**config.mk**
```make
export PLATFORM = sky130hd
export DESIGN_NAME = wdx_core
export DESIGN_NICKNAME = d
export VERILOG_FILES = /design/src/hdl/wdx_pkg.sv /design/src/hdl/wdx_pair_reg.sv /design/src/hdl/wdx_core.sv
export VERILOG_INCLUDE_DIRS = /design/src /design/src/hdl
export SDC_FILE = /design/constraint.sdc
export NUM_CORES = 1
export LEC_CHECK = 0
export ABC_AREA = 0
export BUFFER_PORTS_ARGS = -buffer_cell sky130_fd_sc_hd__buf_4
export CAP_MARGIN = 10
export CELL_PAD_IN_SITES_DETAIL_PLACEMENT = 1
export CELL_PAD_IN_SITES_GLOBAL_PLACEMENT = 2
export CORE_ASPECT_RATIO = 0.8
export CORE_MARGIN = 1
export CORE_UTILIZATION = 32
export DETAILED_ROUTE_END_ITERATION = 10
export HOLD_SLACK_MARGIN = 0.02
export MAX_ROUTING_LAYER = met4
export PLACE_DENSITY_LB_ADDON = 0.08
export SLEW_MARGIN = 20
export SYNTH_ARGS = -nofsm -noshare
export SYNTH_HDL_FRONTEND = slang
export SYNTH_SLANG_ARGS = --single-unit
```
**constraint.sdc**
```tcl
create_clock -name clk_sys_i -period 2.2 [get_ports clk_sys_i]
set_clock_uncertainty 0.05 [all_clocks]
set_input_delay 0.22 -clock clk_sys_i [delete_from_list [all_inputs] [get_ports clk_sys_i]]
set_output_delay 0.22 -clock clk_sys_i [all_outputs]
set_load 0.01 [all_outputs]
```
**src/hdl/wdx_cfg.svh**
```systemverilog
// Register offsets, field positions, reset values and opcodes of the wide write command block
// Assumes inclusion by bare name from the package and the top module
`ifndef WDX_CFG_SVH
`define WDX_CFG_SVH

// ----------------------------------------
// Register offsets (taskfile port)
// ----------------------------------------
`define WDX_OFS_DATA 4'h0
`define WDX_OFS_ERROR 4'h1
`define WDX_OFS_COUNT 4'h2
`define WDX_OFS_ADDR_LOW 4'h3
`define WDX_OFS_ADDR_MID 4'h4
`define WDX_OFS_ADDR_HIGH 4'h5
`define WDX_OFS_DRIVE 4'h6
`define WDX_OFS_STATUS 4'h7
`define WDX_OFS_CONTROL 4'h8
`define WDX_OFS_MEDIA 4'h9
// ----------------------------------------
// Field positions
// ----------------------------------------
`define WDX_ST_BUSY 7
`define WDX_ST_READY 6
`define WDX_ST_FAULT 5
`define WDX_ST_DREQ 3
`define WDX_ST_ERR 0
`define WDX_ER_CKSUM 7
`define WDX_ER_WPROT 6
`define WDX_ER_MCHG 5
`define WDX_ER_NOTFOUND 4
`define WDX_ER_MCREQ 3
`define WDX_ER_ABORT 2
`define WDX_ER_NOMEDIA 1
`define WDX_DRV_SEL 4
`define WDX_DRV_LOGICAL 6
`define WDX_CTL_BYTE_SEL 7
`define WDX_MED_PRESENT 0
`define WDX_MED_WPROT 1
`define WDX_MED_REMOVABLE 2
`define WDX_MED_CHANGED 3
`define WDX_MED_CHREQ 4
// ----------------------------------------
// Opcodes and reset values
// ----------------------------------------
`define WDX_OP_WRITE_EXT 8'h35
`define WDX_OP_MEDIA_STATE 8'hda
`define WDX_RST_STATUS 8'h40
`define WDX_RST_DRIVE 8'h00
`define WDX_MAX_LBA 48'h0000_ffff_ffff
`define WDX_UNIT_ID 1'b0
`define WDX_PACKET_SET 1'b0
`endif

```
**src/hdl/wdx_pkg.sv**
```systemverilog
// Types shared by the wide write command block
// Assumes the config header on the include path
package wdx_pkg;
    `include "wdx_cfg.svh"

    typedef enum logic [1:0] {
        WDX_IDLE = 2'b00,
        WDX_CHECK = 2'b01,
        WDX_XFER = 2'b10
    } wdx_state_t;

    typedef struct packed {
        logic [7:0] cur;
        logic [7:0] prev;
    } wdx_pair_t;
endpackage

```
**src/hdl/wdx_pair_reg.sv**
```systemverilog
// Two-byte taskfile register: current byte and the byte it displaced
// Assumes synchronous active-low reset and one write strobe per cycle
`timescale 1ns/1ps
module wdx_pair_reg
(
    input wire logic clk_sys_i,
    input wire logic reset_n_i,
    input wire logic wr_i,
    input wire logic [7:0] data_i,
    input wire logic load_i,
    input wire logic [15:0] load_data_i,
    output wdx_pkg::wdx_pair_t pair_o
);
    import wdx_pkg::*;

    wdx_pair_t state_q;
    wdx_pair_t state_d;

    always_comb
    begin
        state_d = state_q;
        if (load_i)
        begin
            state_d.prev = load_data_i[15:8];
            state_d.cur = load_data_i[7:0];
        end
        else if (wr_i)
        begin
            state_d.prev = state_q.cur;
            state_d.cur = data_i;
        end
    end

    always_ff @(posedge clk_sys_i)
    begin
        if (!reset_n_i)
            state_q <= '0;
        else
            state_q <= state_d;
    end

    assign pair_o = state_q;
endmodule

```
**src/hdl/wdx_core.sv**
```systemverilog
// Device-side interpreter of the extended-address DMA write command
// Assumes a plain register port and a DMA engine that reports sector progress and errors
//
// Strobed register access and the placing of the registers were decided locally.
`timescale 1ns/1ps
`include "wdx_cfg.svh"
module wdx_core
(
    input wire logic clk_sys_i,
    input wire logic reset_n_i,
    input wire logic [3:0] reg_addr_i,
    input wire logic [7:0] reg_wdata_i,
    input wire logic reg_wr_i,
    input wire logic reg_rd_i,
    output logic [7:0] reg_rdata_o,
    input wire logic media_present_i,
    input wire logic media_wprot_i,
    input wire logic media_change_i,
    input wire logic media_chreq_i,
    input wire logic dma_ultra_i,
    input wire logic sector_done_i,
    input wire logic xfer_cksum_err_i,
    input wire logic xfer_udma_err_i,
    input wire logic xfer_media_err_i,
    input wire logic dev_fault_i,
    output logic dma_run_o,
    output logic [47:0] xfer_lba_o,
    output logic [16:0] xfer_count_o
);
    import wdx_pkg::*;

    // ----------------------------------------
    // State
    // ----------------------------------------
    typedef struct packed {
        wdx_state_t st;
        logic [7:0] status;
        logic [7:0] error;
        logic drv_sel;
        logic logical;
        logic byte_sel;
        logic mchg_seen;
        logic mcreq;
        logic [47:0] lba;
        logic [16:0] left;
        logic run;
        logic [7:0] rdata;
    } wdx_core_t;

    wdx_core_t s_q;
    wdx_core_t s_d;

    wdx_pair_t pair_w [0:3];
    logic [3:0] pwr_w;
    logic load_w;
    logic [15:0] cnt16_w;
    logic [47:0] start_w;
    logic [7:0] err_v;

    // ----------------------------------------
    // Input register pairs
    // ----------------------------------------
    genvar gi;
    generate
        for (gi = 0; gi < 4; gi = gi + 1)
        begin : g_pair
            assign pwr_w[gi] = reg_wr_i && (reg_addr_i == (`WDX_OFS_COUNT + 4'(gi)));
            wdx_pair_reg u_pair
            (
                .clk_sys_i(clk_sys_i),
                .reset_n_i(reset_n_i),
                .wr_i(pwr_w[gi]),
                .data_i(reg_wdata_i),
                .load_i(load_w && (gi != 0)),
                .load_data_i(gi == 1 ? {s_q.lba[31:24], s_q.lba[7:0]} :
                             gi == 2 ? {s_q.lba[39:32], s_q.lba[15:8]} :
                                       {s_q.lba[47:40], s_q.lba[23:16]}),
                .pair_o(pair_w[gi])
            );
        end
    endgenerate

    assign cnt16_w = {pair_w[0].prev, pair_w[0].cur};
    assign start_w = {pair_w[3].prev, pair_w[2].prev, pair_w[1].prev,
                      pair_w[3].cur, pair_w[2].cur, pair_w[1].cur};
    assign load_w = (s_q.st == WDX_XFER) && xfer_media_err_i;

    // ----------------------------------------
    // Command sequencing
    // ----------------------------------------
    always_comb
    begin
        err_v = 8'h00;
        s_d = s_q;
        if (media_change_i)
            s_d.mchg_seen = 1'b1;
        if (media_chreq_i)
            s_d.mcreq = 1'b1;
        if (reg_wr_i && reg_addr_i == `WDX_OFS_DRIVE)
        begin
            s_d.drv_sel = reg_wdata_i[`WDX_DRV_SEL];
            s_d.logical = reg_wdata_i[`WDX_DRV_LOGICAL];
        end
        if (reg_wr_i && reg_addr_i == `WDX_OFS_CONTROL)
            s_d.byte_sel = reg_wdata_i[`WDX_CTL_BYTE_SEL];
        case (s_q.st)
            WDX_IDLE:
            begin
                if (reg_wr_i && reg_addr_i == `WDX_OFS_STATUS && s_q.drv_sel == `WDX_UNIT_ID)
                begin
                    s_d.status = 8'h00;
                    s_d.status[`WDX_ST_BUSY] = 1'b1;
                    s_d.error = 8'h00;
                    if (reg_wdata_i == `WDX_OP_MEDIA_STATE)
                    begin
                        s_d.mcreq = media_chreq_i;
                        s_d.status = `WDX_RST_STATUS;
                    end
                    else if (reg_wdata_i == `WDX_OP_WRITE_EXT && !`WDX_PACKET_SET)
                        s_d.st = WDX_CHECK;
                    else
                    begin
                        s_d.error[`WDX_ER_ABORT] = 1'b1;
                        s_d.status = `WDX_RST_STATUS;
                        s_d.status[`WDX_ST_ERR] = 1'b1;
                    end
                end
            end
            WDX_CHECK:
            begin
                s_d.lba = start_w;
                s_d.left = (cnt16_w == 16'h0000) ? 17'h10000 : {1'b0, cnt16_w};
                s_d.mcreq = media_chreq_i;
                err_v[`WDX_ER_NOMEDIA] = !media_present_i;
                err_v[`WDX_ER_WPROT] = media_present_i && media_wprot_i;
                err_v[`WDX_ER_MCHG] = s_q.mchg_seen || media_change_i;
                err_v[`WDX_ER_MCREQ] = s_q.mcreq || media_chreq_i;
                if (start_w > `WDX_MAX_LBA)
                    err_v[`WDX_ER_NOTFOUND] = 1'b1;
                if (err_v[`WDX_ER_MCHG])
                    s_d.mchg_seen = 1'b0;
                if (err_v != 8'h00)
                begin
                    s_d.error = err_v;
                    s_d.st = WDX_IDLE;
                    s_d.status = `WDX_RST_STATUS;
                    s_d.status[`WDX_ST_ERR] = 1'b1;
                end
                else
                begin
                    s_d.st = WDX_XFER;
                    s_d.run = 1'b1;
                end
            end
            WDX_XFER:
            begin
                if (xfer_media_err_i || xfer_udma_err_i || xfer_cksum_err_i || dev_fault_i)
                begin
                    err_v[`WDX_ER_CKSUM] = xfer_cksum_err_i && dma_ultra_i;
                    err_v[`WDX_ER_ABORT] = dma_ultra_i && (xfer_cksum_err_i || xfer_udma_err_i);
                    err_v[`WDX_ER_NOTFOUND] = xfer_media_err_i;
                    s_d.error = err_v;
                    s_d.run = 1'b0;
                    s_d.st = WDX_IDLE;
                    s_d.status = `WDX_RST_STATUS;
                    s_d.status[`WDX_ST_FAULT] = dev_fault_i;
                    s_d.status[`WDX_ST_ERR] = (err_v != 8'h00);
                end
                else if (sector_done_i)
                begin
                    s_d.lba = s_q.lba + 48'h1;
                    s_d.left = s_q.left - 17'h1;
                    if (s_q.left == 17'h1)
                    begin
                        s_d.run = 1'b0;
                        s_d.st = WDX_IDLE;
                        s_d.status = `WDX_RST_STATUS;
                    end
                end
            end
            default:
            begin
                s_d.st = WDX_IDLE;
            end
        endcase
        // ----------------------------------------
        // Read port
        // ----------------------------------------
        s_d.rdata = 8'h00;
        if (reg_rd_i)
        begin
            case (reg_addr_i)
                `WDX_OFS_ERROR: s_d.rdata = s_q.error;
                `WDX_OFS_COUNT: s_d.rdata = s_q.byte_sel ? pair_w[0].prev : pair_w[0].cur;
                `WDX_OFS_ADDR_LOW: s_d.rdata = s_q.byte_sel ? pair_w[1].prev : pair_w[1].cur;
                `WDX_OFS_ADDR_MID: s_d.rdata = s_q.byte_sel ? pair_w[2].prev : pair_w[2].cur;
                `WDX_OFS_ADDR_HIGH: s_d.rdata = s_q.byte_sel ? pair_w[3].prev : pair_w[3].cur;
                `WDX_OFS_DRIVE: s_d.rdata = {1'b0, s_q.logical, 1'b0, s_q.drv_sel, 4'h0};
                `WDX_OFS_STATUS: s_d.rdata = s_q.status;
                `WDX_OFS_CONTROL: s_d.rdata = {s_q.byte_sel, 7'h00};
                `WDX_OFS_MEDIA: s_d.rdata = {3'h0, s_q.mcreq, s_q.mchg_seen, 1'b1, media_wprot_i, media_present_i};
                default: s_d.rdata = 8'h00;
            endcase
        end
    end

    always_ff @(posedge clk_sys_i)
    begin
        if (!reset_n_i)
        begin
            s_q <= '0;
            s_q.st <= WDX_IDLE;
            s_q.status <= `WDX_RST_STATUS;
        end
        else
            s_q <= s_d;
    end

    assign reg_rdata_o = s_q.rdata;
    assign dma_run_o = s_q.run;
    assign xfer_lba_o = s_q.lba;
    assign xfer_count_o = s_q.left;
endmodule

```
==> qor.csv, run 1 <==
stage;metric;value;unit
outcome;outcome;finished, violations left;
outcome;failing checks;DRC;
placed_design;PortBufs;99;
worst_setup_path;R2R Setup Slk;0.03;ns
floorplan;die area;0.0300;mm^2
drt;# DRC;5;
synthesis;Top FF cell, synth;dfxtp_1;
drt;DR vias;10100;
clocking;CTS buffer count;17;
timing;Slew HR;54.2;%
worst_setup_path;Crit path buffers/inverters;4;
drt;TritonRoute pass-1 iters;8;
global_routing;Total Routing Usage GR;28.7;%
worst_setup_path;cells along the critical path;inv_2, ha_4, or4b_4, o31ai_4, buf_6, buf_12, clkbuf_16, nor2_1, a211oi_1;
worst_setup_path;Largest stage delay, worst path;0.49;ns
drt;Routed WL per cell;24.6;um
timing;final setup fails;0;
global_routing;vias in the first global route;9778;
synthesis;Netlist Area Pre-Place;0.00939;mm^2
global_routing;largest net degree at the start of global routing;56;
global_routing;GRT overflow;0;
timing;maximum clock frequency;460;MHz
timing;worst setup margin;0.0268;ns
clocking;H-tree depth;4;
worst_setup_path;slowest stage cell on the critical path;or4b_4;
hold_path;HP Start;media_change_i;
placed_design;DP Wirelength;30700;um
floorplan;Starting Density;32.9;%
synthesis;Post-synth EDFFs;0;
clocking;# clock sinks;156;
power;VDD IR max;0.589;mV
finish;share of post-route cells with drive strength above 1;27.6;%
placed_design;Final GP Congestion;0.855;
worst_setup_path;Worst setup EP type;register;
clocking;CTS root buf;clkbuf_16;
power;internal power;0.00466;W
synthesis;Yosys top cell by area;dfxtp_1;
worst_setup_path;Max FO, Critical Path;7;
power;PD cells;531;mW/mm^2
drt;vias per cell;5.88;
worst_setup_path;Crit path required time;2.52;ns
placed_design;placed cells;1676;
floorplan;row count;55;
worst_setup_path;Arr. time, crit path;2.49;ns
clocking;CTS tree;done;
global_routing;initial antenna violation count;0;
worst_setup_path;Setup CP Type;reg2reg;
synthesis;commonest cells in the netlist;156 x dfxtp_1, 139 x nand2_1, 93 x nor2_1;
hold_path;hold depth;3;
synthesis;largest cells by area after synthesis;dfxtp_1 33%, buf_4 6.0%, nand2_1 5.6%;
synthesis;Synth Area per Inst;7.78;um^2
finish;nets;1368;
power;overall power;0.00633;W
worst_setup_path;R2R depth;9;
power;clock network fraction of total power;50.0;%
clocking;CTS clk-pin slew, worst paths;0.08;ns
timing;Worst Tran Pin Value;0.679;ns
worst_setup_path;CP delay by family, top;buffers and inverters;
synthesis;synth warn;0;
floorplan;core footprint;0.0286;mm^2
worst_setup_path;R2R Path Start;s_q[95]$_SDFFE_PN0P_;
finish;Final Non-Filler Cells;1718;
timing;unrepaired setup endpoints after global routing;yes;
power;Comb pwr share;5.0;%
synthesis;most frequent cell after synthesis;dfxtp_1;
synthesis;Yosys top cell area share;33.3;%
finish;area delta synth->final;27.0;%
clocking;Skew-Pair Late Insertion Delay;0.45;ns
timing;final hold viol count;0;
timing;Slew Limit Fails;0;
synthesis;Syn Inst Count;1206;
floorplan;die height;155;um
timing;Final period util;98.8;%
timing;worst hold margin;0.0360;ns
power;switching power;0.00167;W
hold_path;Hold Path End;s_q[75]$_SDFF_PN0_;
run;max_cap viols;0;
drt;Initial DRC Count;798;
synthesis;post-synthesis sequential area ratio;33.3;%
timing;Final Critical Period;2.17;ns
hold_path;worst hold path type;in2reg;
global_routing;first-pass GRT wire length;63800;um
power;sequential power share;45.0;%
synthesis;Synth cell types;75;
clocking;clock tree buffer depth;2;
placed_design;pre-CTS WS;-0.147;ns
synthesis;syn nets;1239;
drt;DRT Wirelength;42200;um
synthesis;Post-synth ARST share;0;%
power;sw frac;26.3;%
drt;post-route ant nets;0;
worst_setup_path;Reg2Reg Capture Point;xfer_count_o[0]$_SDFFE_PN0P_;
power;leakage power;4.54;nW
floorplan;io pins;100;
worst_setup_path;startpoint types;register;
synthesis;Yosys reg bits;156;
floorplan;chip width;193;um
finish;antenna diode count;0;
## metrics by stage
step / cell area (um^2) / setup TNS [ns] / utilization (%)
2_1_floorplan: 9390 / 0 / -
3_3_place_gp: 11100 / -0.138 / 38.8
3_5_place_dp: 11100 / -0.519 / 38.8
4_1_cts: 11700 / 0 / 41.1
5_1_grt: 11900 / -0.265 / 41.7
6_report: 11900 / 0 / 41.7
## how the worst max path moves through the flow
stage | startpoint | end | slack [ns] | depth (start not counted)
global route | s_q[95]$_SDFFE_PN0P_ | xfer_lba_o[14]$_SDFFE_PN0P_ | -0.03 | 9
finish | s_q[95]$_SDFFE_PN0P_ | xfer_count_o[0]$_SDFFE_PN0P_ | 0.03 | 9
detailed placement | s_q[96]$_SDFFE_PN0P_ | xfer_lba_o[47]$_SDFFE_PN0P_ | -0.15 | 9
CTS | xfer_lba_o[1]$_SDFFE_PN0P_ | xfer_lba_o[38]$_SDFFE_PN0P_ | 0.004 | 8
global placement | s_q[96]$_SDFFE_PN0P_ | xfer_lba_o[47]$_SDFFE_PN0P_ | -0.14 | 9
floorplan | s_q[96]$_SDFFE_PN0P_ | xfer_count_o[14]$_SDFFE_PN0P_ | 0.01 | 9
## sequential cells by signal, summed over array words and instances, names as in the netlist
name / flops
xfer_lba_o: 48
xfer_count_o: 17
dma_run_o: 1
g_pair.u_pair.pair_o: 64
s_q: 18
reg_rdata_o: 8
## metal layers
metal,vias to the layer above,wire length (um),global-route usage (%)
li1,4686,-,-
met1,5083,20500,40.1
met2,293,19200,44.5
met3,34,1940,3.01
met4,0,584,6.48
met5,-,0,-
## final cells by class
class	count	area (um^2)
clock inverter	14	159
fill	3444	16600
inverter	18	68.8
multi-input combinational	867	5410
timing repair buffer	275	2260
sequential	156	3130
clock buffer	18	439
tap	370	463
## logic make-up (layout without fill, tap and decap cells)
kind of cell | Yosys count | after routing | share of synthesized area (%)
flops | 156 | 156 | 33.3
buf+inv | 183 | 325 | 10.5
simple gates | 483 | 483 | 26.2
mux | 47 | 47 | 5.24
fa+ha+maj | 7 | 7 | 0.933
compound gates | 330 | 330 | 23.9
## cells in the final DEF, fill, tap and decap left out, types with 5 or more instances in the layout
| master | count |
|---|---|
| nand2b_1 | 5 |
| nor4_1 | 22 |
| a22oi_1 | 14 |
| clkbuf_16 | 19 |
| buf_4 | 256 |
| clkinvlp_4 | 5 |
| nand3_1 | 77 |
| inv_6 | 6 |
| nand2_1 | 136 |
| o221a_2 | 9 |
| mux2_2 | 13 |
| o31a_1 | 6 |
| dfxtp_1 | 152 |
| buf_12 | 11 |
| or4_1 | 13 |
| or3_1 | 8 |
| a221oi_1 | 9 |
| a211oi_1 | 21 |
| inv_1 | 15 |
| nor3_1 | 23 |
| nand3b_1 | 5 |
| a21oi_1 | 88 |
| nand4_1 | 18 |
| and3_1 | 20 |
| nor2_1 | 93 |
| o21a_1 | 7 |
| a31oi_1 | 25 |
| and2_1 | 10 |
| nor2b_1 | 7 |
| and4_1 | 7 |
| a311oi_1 | 35 |
| o21ai_0 | 45 |
| a21o_1 | 8 |
| mux2i_1 | 33 |
| nor3_2 | 5 |
| o21ai_1 | 5 |
| ha_1 | 6 |
| o22ai_1 | 9 |
| o211ai_1 | 10 |
## power by group through the flow
stage	sequential, W	clock [W]	combinational (W)
after global routing	0.00285	0.00330	0.000330
after detailed placement	0.00292	0	0.000306
after floorplan	0.00291	0	0.000143
final	0.00285	0.00316	0.000316
after CTS	0.00285	0.00319	0.000312
after global placement	0.00292	0	0.000305
## what timing repair did
action / in CTS / in global routing
setup buffers: 0 / 5
pin swaps: 0 / 10
hold buffers: 2 / 0
gates resized for setup: 6 / 26
gates cloned: 0 / 3
endpoints found under the setup margin: 19 / 33
hold endpoints to repair: 2 / 0
## worst min-delay path, cell delays in order
cell    delay (ns)
buf_4         0.08
nor2_1        0.05
nor3_1        0.13
Note: power is estimated with default switching activity, not from simulation.
==> inputs of run 2 (changes only) <==
==> constraint.sdc (replaced) <==
create_clock -name clk_sys_i -period 1.97 [get_ports clk_sys_i]
set_clock_uncertainty 0.05 [all_clocks]
set_input_delay 0.394 -clock clk_sys_i [delete_from_list [all_inputs] [get_ports clk_sys_i]]
set_output_delay 0.394 -clock clk_sys_i [all_outputs]
set_load 0.01 [all_outputs]
==> run 2 against run 1 <==
Effect of this change:
- the run ends with DRC, setup timing left
- first-iteration DRC count is 8.6% lower
- power is 7.8% higher
- count of clock-buffer cells in the layout is 2 higher
- fmax is 2.7% higher
==> qor.csv, run 2 (synthesis results as in run 1) <==
stage;metric;value;unit
floorplan;core footprint;0.0286;mm^2
worst_setup_path;Worst setup EP type;register;
worst_setup_path;Critical Path Source;s_q[95]$_SDFFE_PN0P_;
clocking;CTS tree;done;
global_routing;largest net degree at the start of global routing;58;
global_routing;first-pass GRT wire length;64800;um
power;PD cells;510;mW/mm^2
finish;antenna diode count;0;
global_routing;vias in the first global route;10200;
drt;TritonRoute pass-1 iters;9;
timing;final hold viol count;0;
drt;post-route ant nets;0;
finish;commonest non-fill, non-tap cells in the layout;321 x buf_4, 143 x dfxtp_1, 131 x nand2_1;
worst_setup_path;Crit path buffers/inverters;4;
floorplan;io pins;100;
worst_setup_path;Setup CP Type;reg2reg;
outcome;failing checks;DRC, setup timing;
run;max_cap viols;0;
placed_design;DP Wirelength;31800;um
clocking;CTS root buf;clkbuf_16;
finish;nets;1471;
drt;Top Metal Used;met4;
worst_setup_path;CP delay by family, top;simple AND/OR/NAND/NOR gates;
worst_setup_path;startpoint types;register;
timing;Final Critical Period;2.12;ns
worst_setup_path;Max FO, Critical Path;9;
worst_setup_path;slowest stage cell on the critical path;or4b_4;
clocking;H-tree depth;4;
timing;maximum clock frequency;472;MHz
finish;area delta synth->final;42.5;%
global_routing;Total Routing Usage GR;29.3;%
global_routing;GRT overflow;0;
worst_setup_path;Largest stage delay, worst path;0.50;ns
placed_design;pre-CTS WS;-0.300;ns
clocking;Skew-Pair Late Insertion Delay;0.45;ns
finish;commonest non-fill, non-tap cell in the layout;buf_4;
placed_design;Final GP Congestion;0.865;
finish;Final Non-Filler Cells;1821;
timing;setup_tns;-4.10;ns
finish;Util after Layout;46.8;%
hold_path;worst hold path type;in2reg;
timing;Slew HR;68.2;%
finish;share of post-route cells with drive strength above 1;38.3;%
drt;Initial DRC Count;729;
drt;routed wl met3;1790;um
global_routing;initial antenna violation count;0;
clocking;clock tree buffer depth;2;
floorplan;die height;155;um
timing;Worst Tran Pin Value;0.473;ns
drt;DRT met1 WL;21000;um
placed_design;PortBufs;99;
hold_path;HP Start;reg_wdata_i[0];
drt;vias per cell;5.75;
power;VDD IR max;0.655;mV
drt;DRT Wirelength;43600;um
drt;met2 WL;19700;um
drt;DR vias;10500;
finish;filler instances;3363;
worst_setup_path;cells along the critical path;inv_2, ha_4, or4b_4, o31ai_4, buf_6, buf_12, buf_4, nor2_1, a211oi_2;
timing;worst setup margin;-0.147;ns
floorplan;Starting Density;32.9;%
power;leakage power;5.31;nW
timing;final setup fails;49;
timing;Slew Limit Fails;0;
clocking;CTS clk-pin slew, worst paths;0.07;ns
finish;max reg flops;64;
floorplan;chip width;193;um
floorplan;die area;0.0300;mm^2
floorplan;row count;55;
timing;Final period util;107;%
worst_setup_path;Arr. time, crit path;2.42;ns
drt;Routed WL per cell;23.9;um
clocking;# clock sinks;156;
timing;unrepaired setup endpoints after global routing;yes;
worst_setup_path;R2R Path Start;s_q[95]$_SDFFE_PN0P_;
outcome;outcome;finished, violations left;
worst_setup_path;Crit path required time;2.28;ns
clocking;CTS buffer count;17;
drt;# DRC;9;
placed_design;placed cells;1757;
==> run 2: cell count changes in the layout (fill, tap and decap cells not counted), sizes merged <==
cell / delta
clkinvlp: +3
dlygate4sd3: -2
bufinv: -2
buf: +105
clkinv: +2
clkbuf: +2
inv: -5
==> run 2: what timing repair did <==
action	in CTS	in global routing
setup buffers	11	19
hold buffers	0	0
gates cloned	1	2
setup endpoints to repair	65	75
pin swaps	34	47
resized for setup	51	122
==> run 2: path summary, 6_finish.rpt <==
path	endpoint	slack (ns)	cells after the start
worst min-delay path	g_pair[0].u_pair.pair_o[8]$_SDFFE_PN0P_	0.21	3
worst max register to register	xfer_lba_o[1]$_SDFFE_PN0P_	-0.15	9
worst min register to register	s_q[94]$_SDFFE_PN0P_	0.41	2
worst max-delay path	xfer_lba_o[1]$_SDFFE_PN0P_	-0.15	9
==> run 2: where the power goes <==
part           total (W)  switching (W)  internal (W)
Combinational   0.000390       0.000247      0.000143
Sequential       0.00318      0.0000186       0.00316
Clock            0.00325        0.00154       0.00172
Total            0.00682        0.00180       0.00502
==> run 2: worst min-delay path, cell delays in order <==
cell	delay [ns]
buf_4	0.15
nand3_1	0.07
a21oi_1	0.05
==> run 2: metrics by stage <==
stage | total power (W) | cell area [um^2] | hold slack, ns
after floorplan | 0.00341 | 9480 | 0.387
after global placement | 0.00363 | 11800 | 0.398
after detailed placement | 0.00363 | 11800 | 0.406
after CTS | 0.00687 | 12700 | 0.196
after global routing | 0.00704 | 13400 | 0.210
final | 0.00682 | 13400 | 0.212
==> run 2: per-layer routing <==
layer,GRT usage [%],vias up
met5,-,-
met4,9.75,0
met3,3.69,54
met2,44.3,263
met1,40.4,5254
li1,-,4902
==> run 2: cell type report <==
class | count | area [um^2] | area share, %
clock inverters | 12 | 91.3 | 0.683
clock buffers | 20 | 467 | 3.49
inverters | 18 | 68.8 | 0.515
well taps | 370 | 463 | 3.46
repair buffers | 378 | 3290 | 24.6
flip-flops and latches | 156 | 3150 | 23.5
multi-input cells | 867 | 5840 | 43.7
==> inputs of run 3 (changes only) <==
Settings changed: BUFFER_PORTS_ARGS -buffer_cell sky130_fd_sc_hd__buf_4 to not set, CELL_PAD_IN_SITES_DETAIL_PLACEMENT 1 to not set, CELL_PAD_IN_SITES_GLOBAL_PLACEMENT 2 to not set, CORE_MARGIN 1 to 3, CORE_UTILIZATION 32 to 58, DONT_BUFFER_PORTS set to 1.
==> run 3 against run 2 <==
Effect of this change:
- sequential share of layout area rose by 3.0 points
- flip-flop and latch count is the same
- clock power is 12% higher
- final cell count shrank 17%
- register-to-register slack got worse by 0.04 ns
- core utilization grew 30 points
- critical path depth is 1 lower
- routed wire length shrank 18%
- sequential power barely moved
- via count down 2.4%
- non-clock buffer count is 158 lower
- setup slack lost 0.043 ns
- the run ends with setup timing left
==> qor.csv, run 3 (synthesis results as in run 1) <==
stage;metric;value;unit
drt;TritonRoute pass-1 iters;8;
timing;unrepaired setup endpoints after global routing;yes;
hold_path;worst hold path type;in2reg;
timing;final hold viol count;0;
global_routing;largest net degree at the start of global routing;57;
floorplan;row count;40;
worst_setup_path;startpoint types;register;
power;leakage power;4.40;nW
clocking;CTS buffer count;17;
timing;Slew Limit Fails;0;
drt;post-route ant nets;0;
clocking;Skew-Pair Late Insertion Delay;0.43;ns
drt;Routed WL per cell;23.9;um
timing;maximum clock frequency;463;MHz
finish;commonest non-fill, non-tap cells in the layout;181 x buf_4, 148 x dfxtp_1, 133 x nand2_1;
timing;final setup fails;58;
finish;share of post-route cells with drive strength above 1;30.0;%
clocking;# clock sinks;156;
drt;vias per cell;6.80;
worst_setup_path;Worst setup EP type;register;
timing;worst hold margin;0.0512;ns
drt;Initial DRC Count;1403;
worst_setup_path;Crit path required time;2.24;ns
placed_design;pre-CTS WS;-0.215;ns
worst_setup_path;Arr. time, crit path;2.43;ns
floorplan;die area;0.0178;mm^2
outcome;failing checks;setup timing;
worst_setup_path;R2R Path Start;s_q[95]$_SDFFE_PN0P_;
finish;filler instances;1167;
floorplan;Starting Density;60.9;%
global_routing;GRT overflow;0;
clocking;clock tree buffer depth;2;
global_routing;Total Routing Usage GR;39.3;%
global_routing;vias in the first global route;9260;
timing;Worst Tran Pin Value;0.612;ns
finish;area delta synth->final;26.2;%
timing;worst setup margin;-0.190;ns
finish;commonest non-fill, non-tap cell in the layout;buf_4;
outcome;outcome;finished, violations left;
finish;antenna diode count;0;
timing;Final Critical Period;2.16;ns
placed_design;PortBufs;0;
drt;DRT Wirelength;35900;um
placed_design;Final GP Congestion;1.00;
worst_setup_path;Critical Path Source;s_q[95]$_SDFFE_PN0P_;
clocking;H-tree depth;4;
drt;# DRC;0;
worst_setup_path;R2R depth;8;
floorplan;die height;120;um
worst_setup_path;R2R Setup Slk;-0.19;ns
drt;DR vias;10200;
worst_setup_path;Max FO, Critical Path;6;
drt;routed wl met3;5040;um
placed_design;DP Wirelength;23900;um
finish;nets;1313;
run;max_cap viols;0;
worst_setup_path;Setup CP Type;reg2reg;
drt;Top Metal Used;met4;
drt;DRT met1 WL;13600;um
finish;max reg flops;64;
clocking;CTS clk-pin slew, worst paths;0.06;ns
power;VDD IR max;0.614;mV
global_routing;initial antenna violation count;0;
floorplan;chip width;148;um
drt;met2 WL;15800;um
clocking;post-cts hold buffer count;0;
timing;Slew HR;59.2;%
clocking;CTS tree;done;
worst_setup_path;Setup crit end;xfer_lba_o[44]$_SDFFE_PN0P_;
floorplan;io pins;100;
worst_setup_path;Reg2Reg Capture Point;xfer_lba_o[44]$_SDFFE_PN0P_;
floorplan;core footprint;0.0154;mm^2
global_routing;first-pass GRT wire length;53700;um
clocking;CTS root buf;clkbuf_16;
power;PD cells;593;mW/mm^2
timing;Final period util;110;%
==> run 3: worst min path at each step <==
stage / start / end / slack (ns) / cells past startpoint
2_1_floorplan: s_q[77]$_SDFFE_PN0P_ / s_q[77]$_SDFFE_PN0P_ / 0.39 / 2
3_3_place_gp: s_q[87]$_SDFFE_PN0P_ / s_q[87]$_SDFFE_PN0P_ / 0.40 / 2
3_5_place_dp: s_q[87]$_SDFFE_PN0P_ / s_q[87]$_SDFFE_PN0P_ / 0.40 / 2
4_1_cts: reset_n_i / xfer_lba_o[43]$_SDFFE_PN0P_ / 0.04 / 1
5_1_grt: reset_n_i / xfer_lba_o[33]$_SDFFE_PN0P_ / 0.03 / 1
6_report: media_chreq_i / s_q[74]$_SDFF_PN0_ / 0.05 / 2
==> run 3: per-layer routing <==
| layer | global-route usage, % | vias up |
|---|---|---|
| li1 | - | 4575 |
| met3 | 12.1 | 128 |
| met2 | 57.3 | 780 |
| met5 | - | - |
| met1 | 51.4 | 4734 |
| met4 | 14.7 | 0 |
==> run 3: layout make-up <==
| type | instances | area, um^2 | share of cell area, % |
|---|---|---|---|
| Clock buffer | 20 | 447 | 3.77 |
| Clock inverter | 12 | 194 | 1.64 |
| Tap cell | 210 | 263 | 2.22 |
| Timing Repair Buffer | 220 | 1900 | 16.1 |
| Sequential cell | 156 | 3140 | 26.5 |
| Multi-Input combinational cell | 867 | 5830 | 49.2 |
| Inverter | 18 | 71.3 | 0.602 |
==> run 3: critical path, stage by stage (launching register included) <==
cell      delay (ns)
dfxtp_2         0.32
inv_2           0.07
ha_4            0.15
or4b_4          0.51
o31ai_4         0.27
buf_12          0.20
buf_16          0.12
o211ai_1        0.08
a311oi_1        0.28
==> run 3: through the flow <==
step	setup TNS (ns)	std cells	instance area, um^2	total power, W	utilization, %
after detailed placement	-5.15	1448	10400	0.00343	67.5
after floorplan	-4.39	1206	9480	0.00341	-
after CTS	-2.53	1491	11400	0.00702	73.9
after global routing	-8.37	1503	11800	0.00719	76.9
final	-5.09	1503	11800	0.00702	76.9
after global placement	-2.46	1448	10400	0.00343	67.5
==> run 3: power by group <==
part	switching, W	leakage [nW]	internal, W
logic	0.000126	2.83	0.0000737
clock network	0.00137	0.310	0.00228
registers	0.0000192	1.26	0.00316
total	0.00151	4.40	0.00551
==> run 3: repair_timing <==
action | in CTS | in global routing
resized for setup | 52 | 109
buffers inserted | 10 | 14
pin swaps | 27 | 39
setup endpoints to repair | 70 | 71
gates cloned | 2 | 0
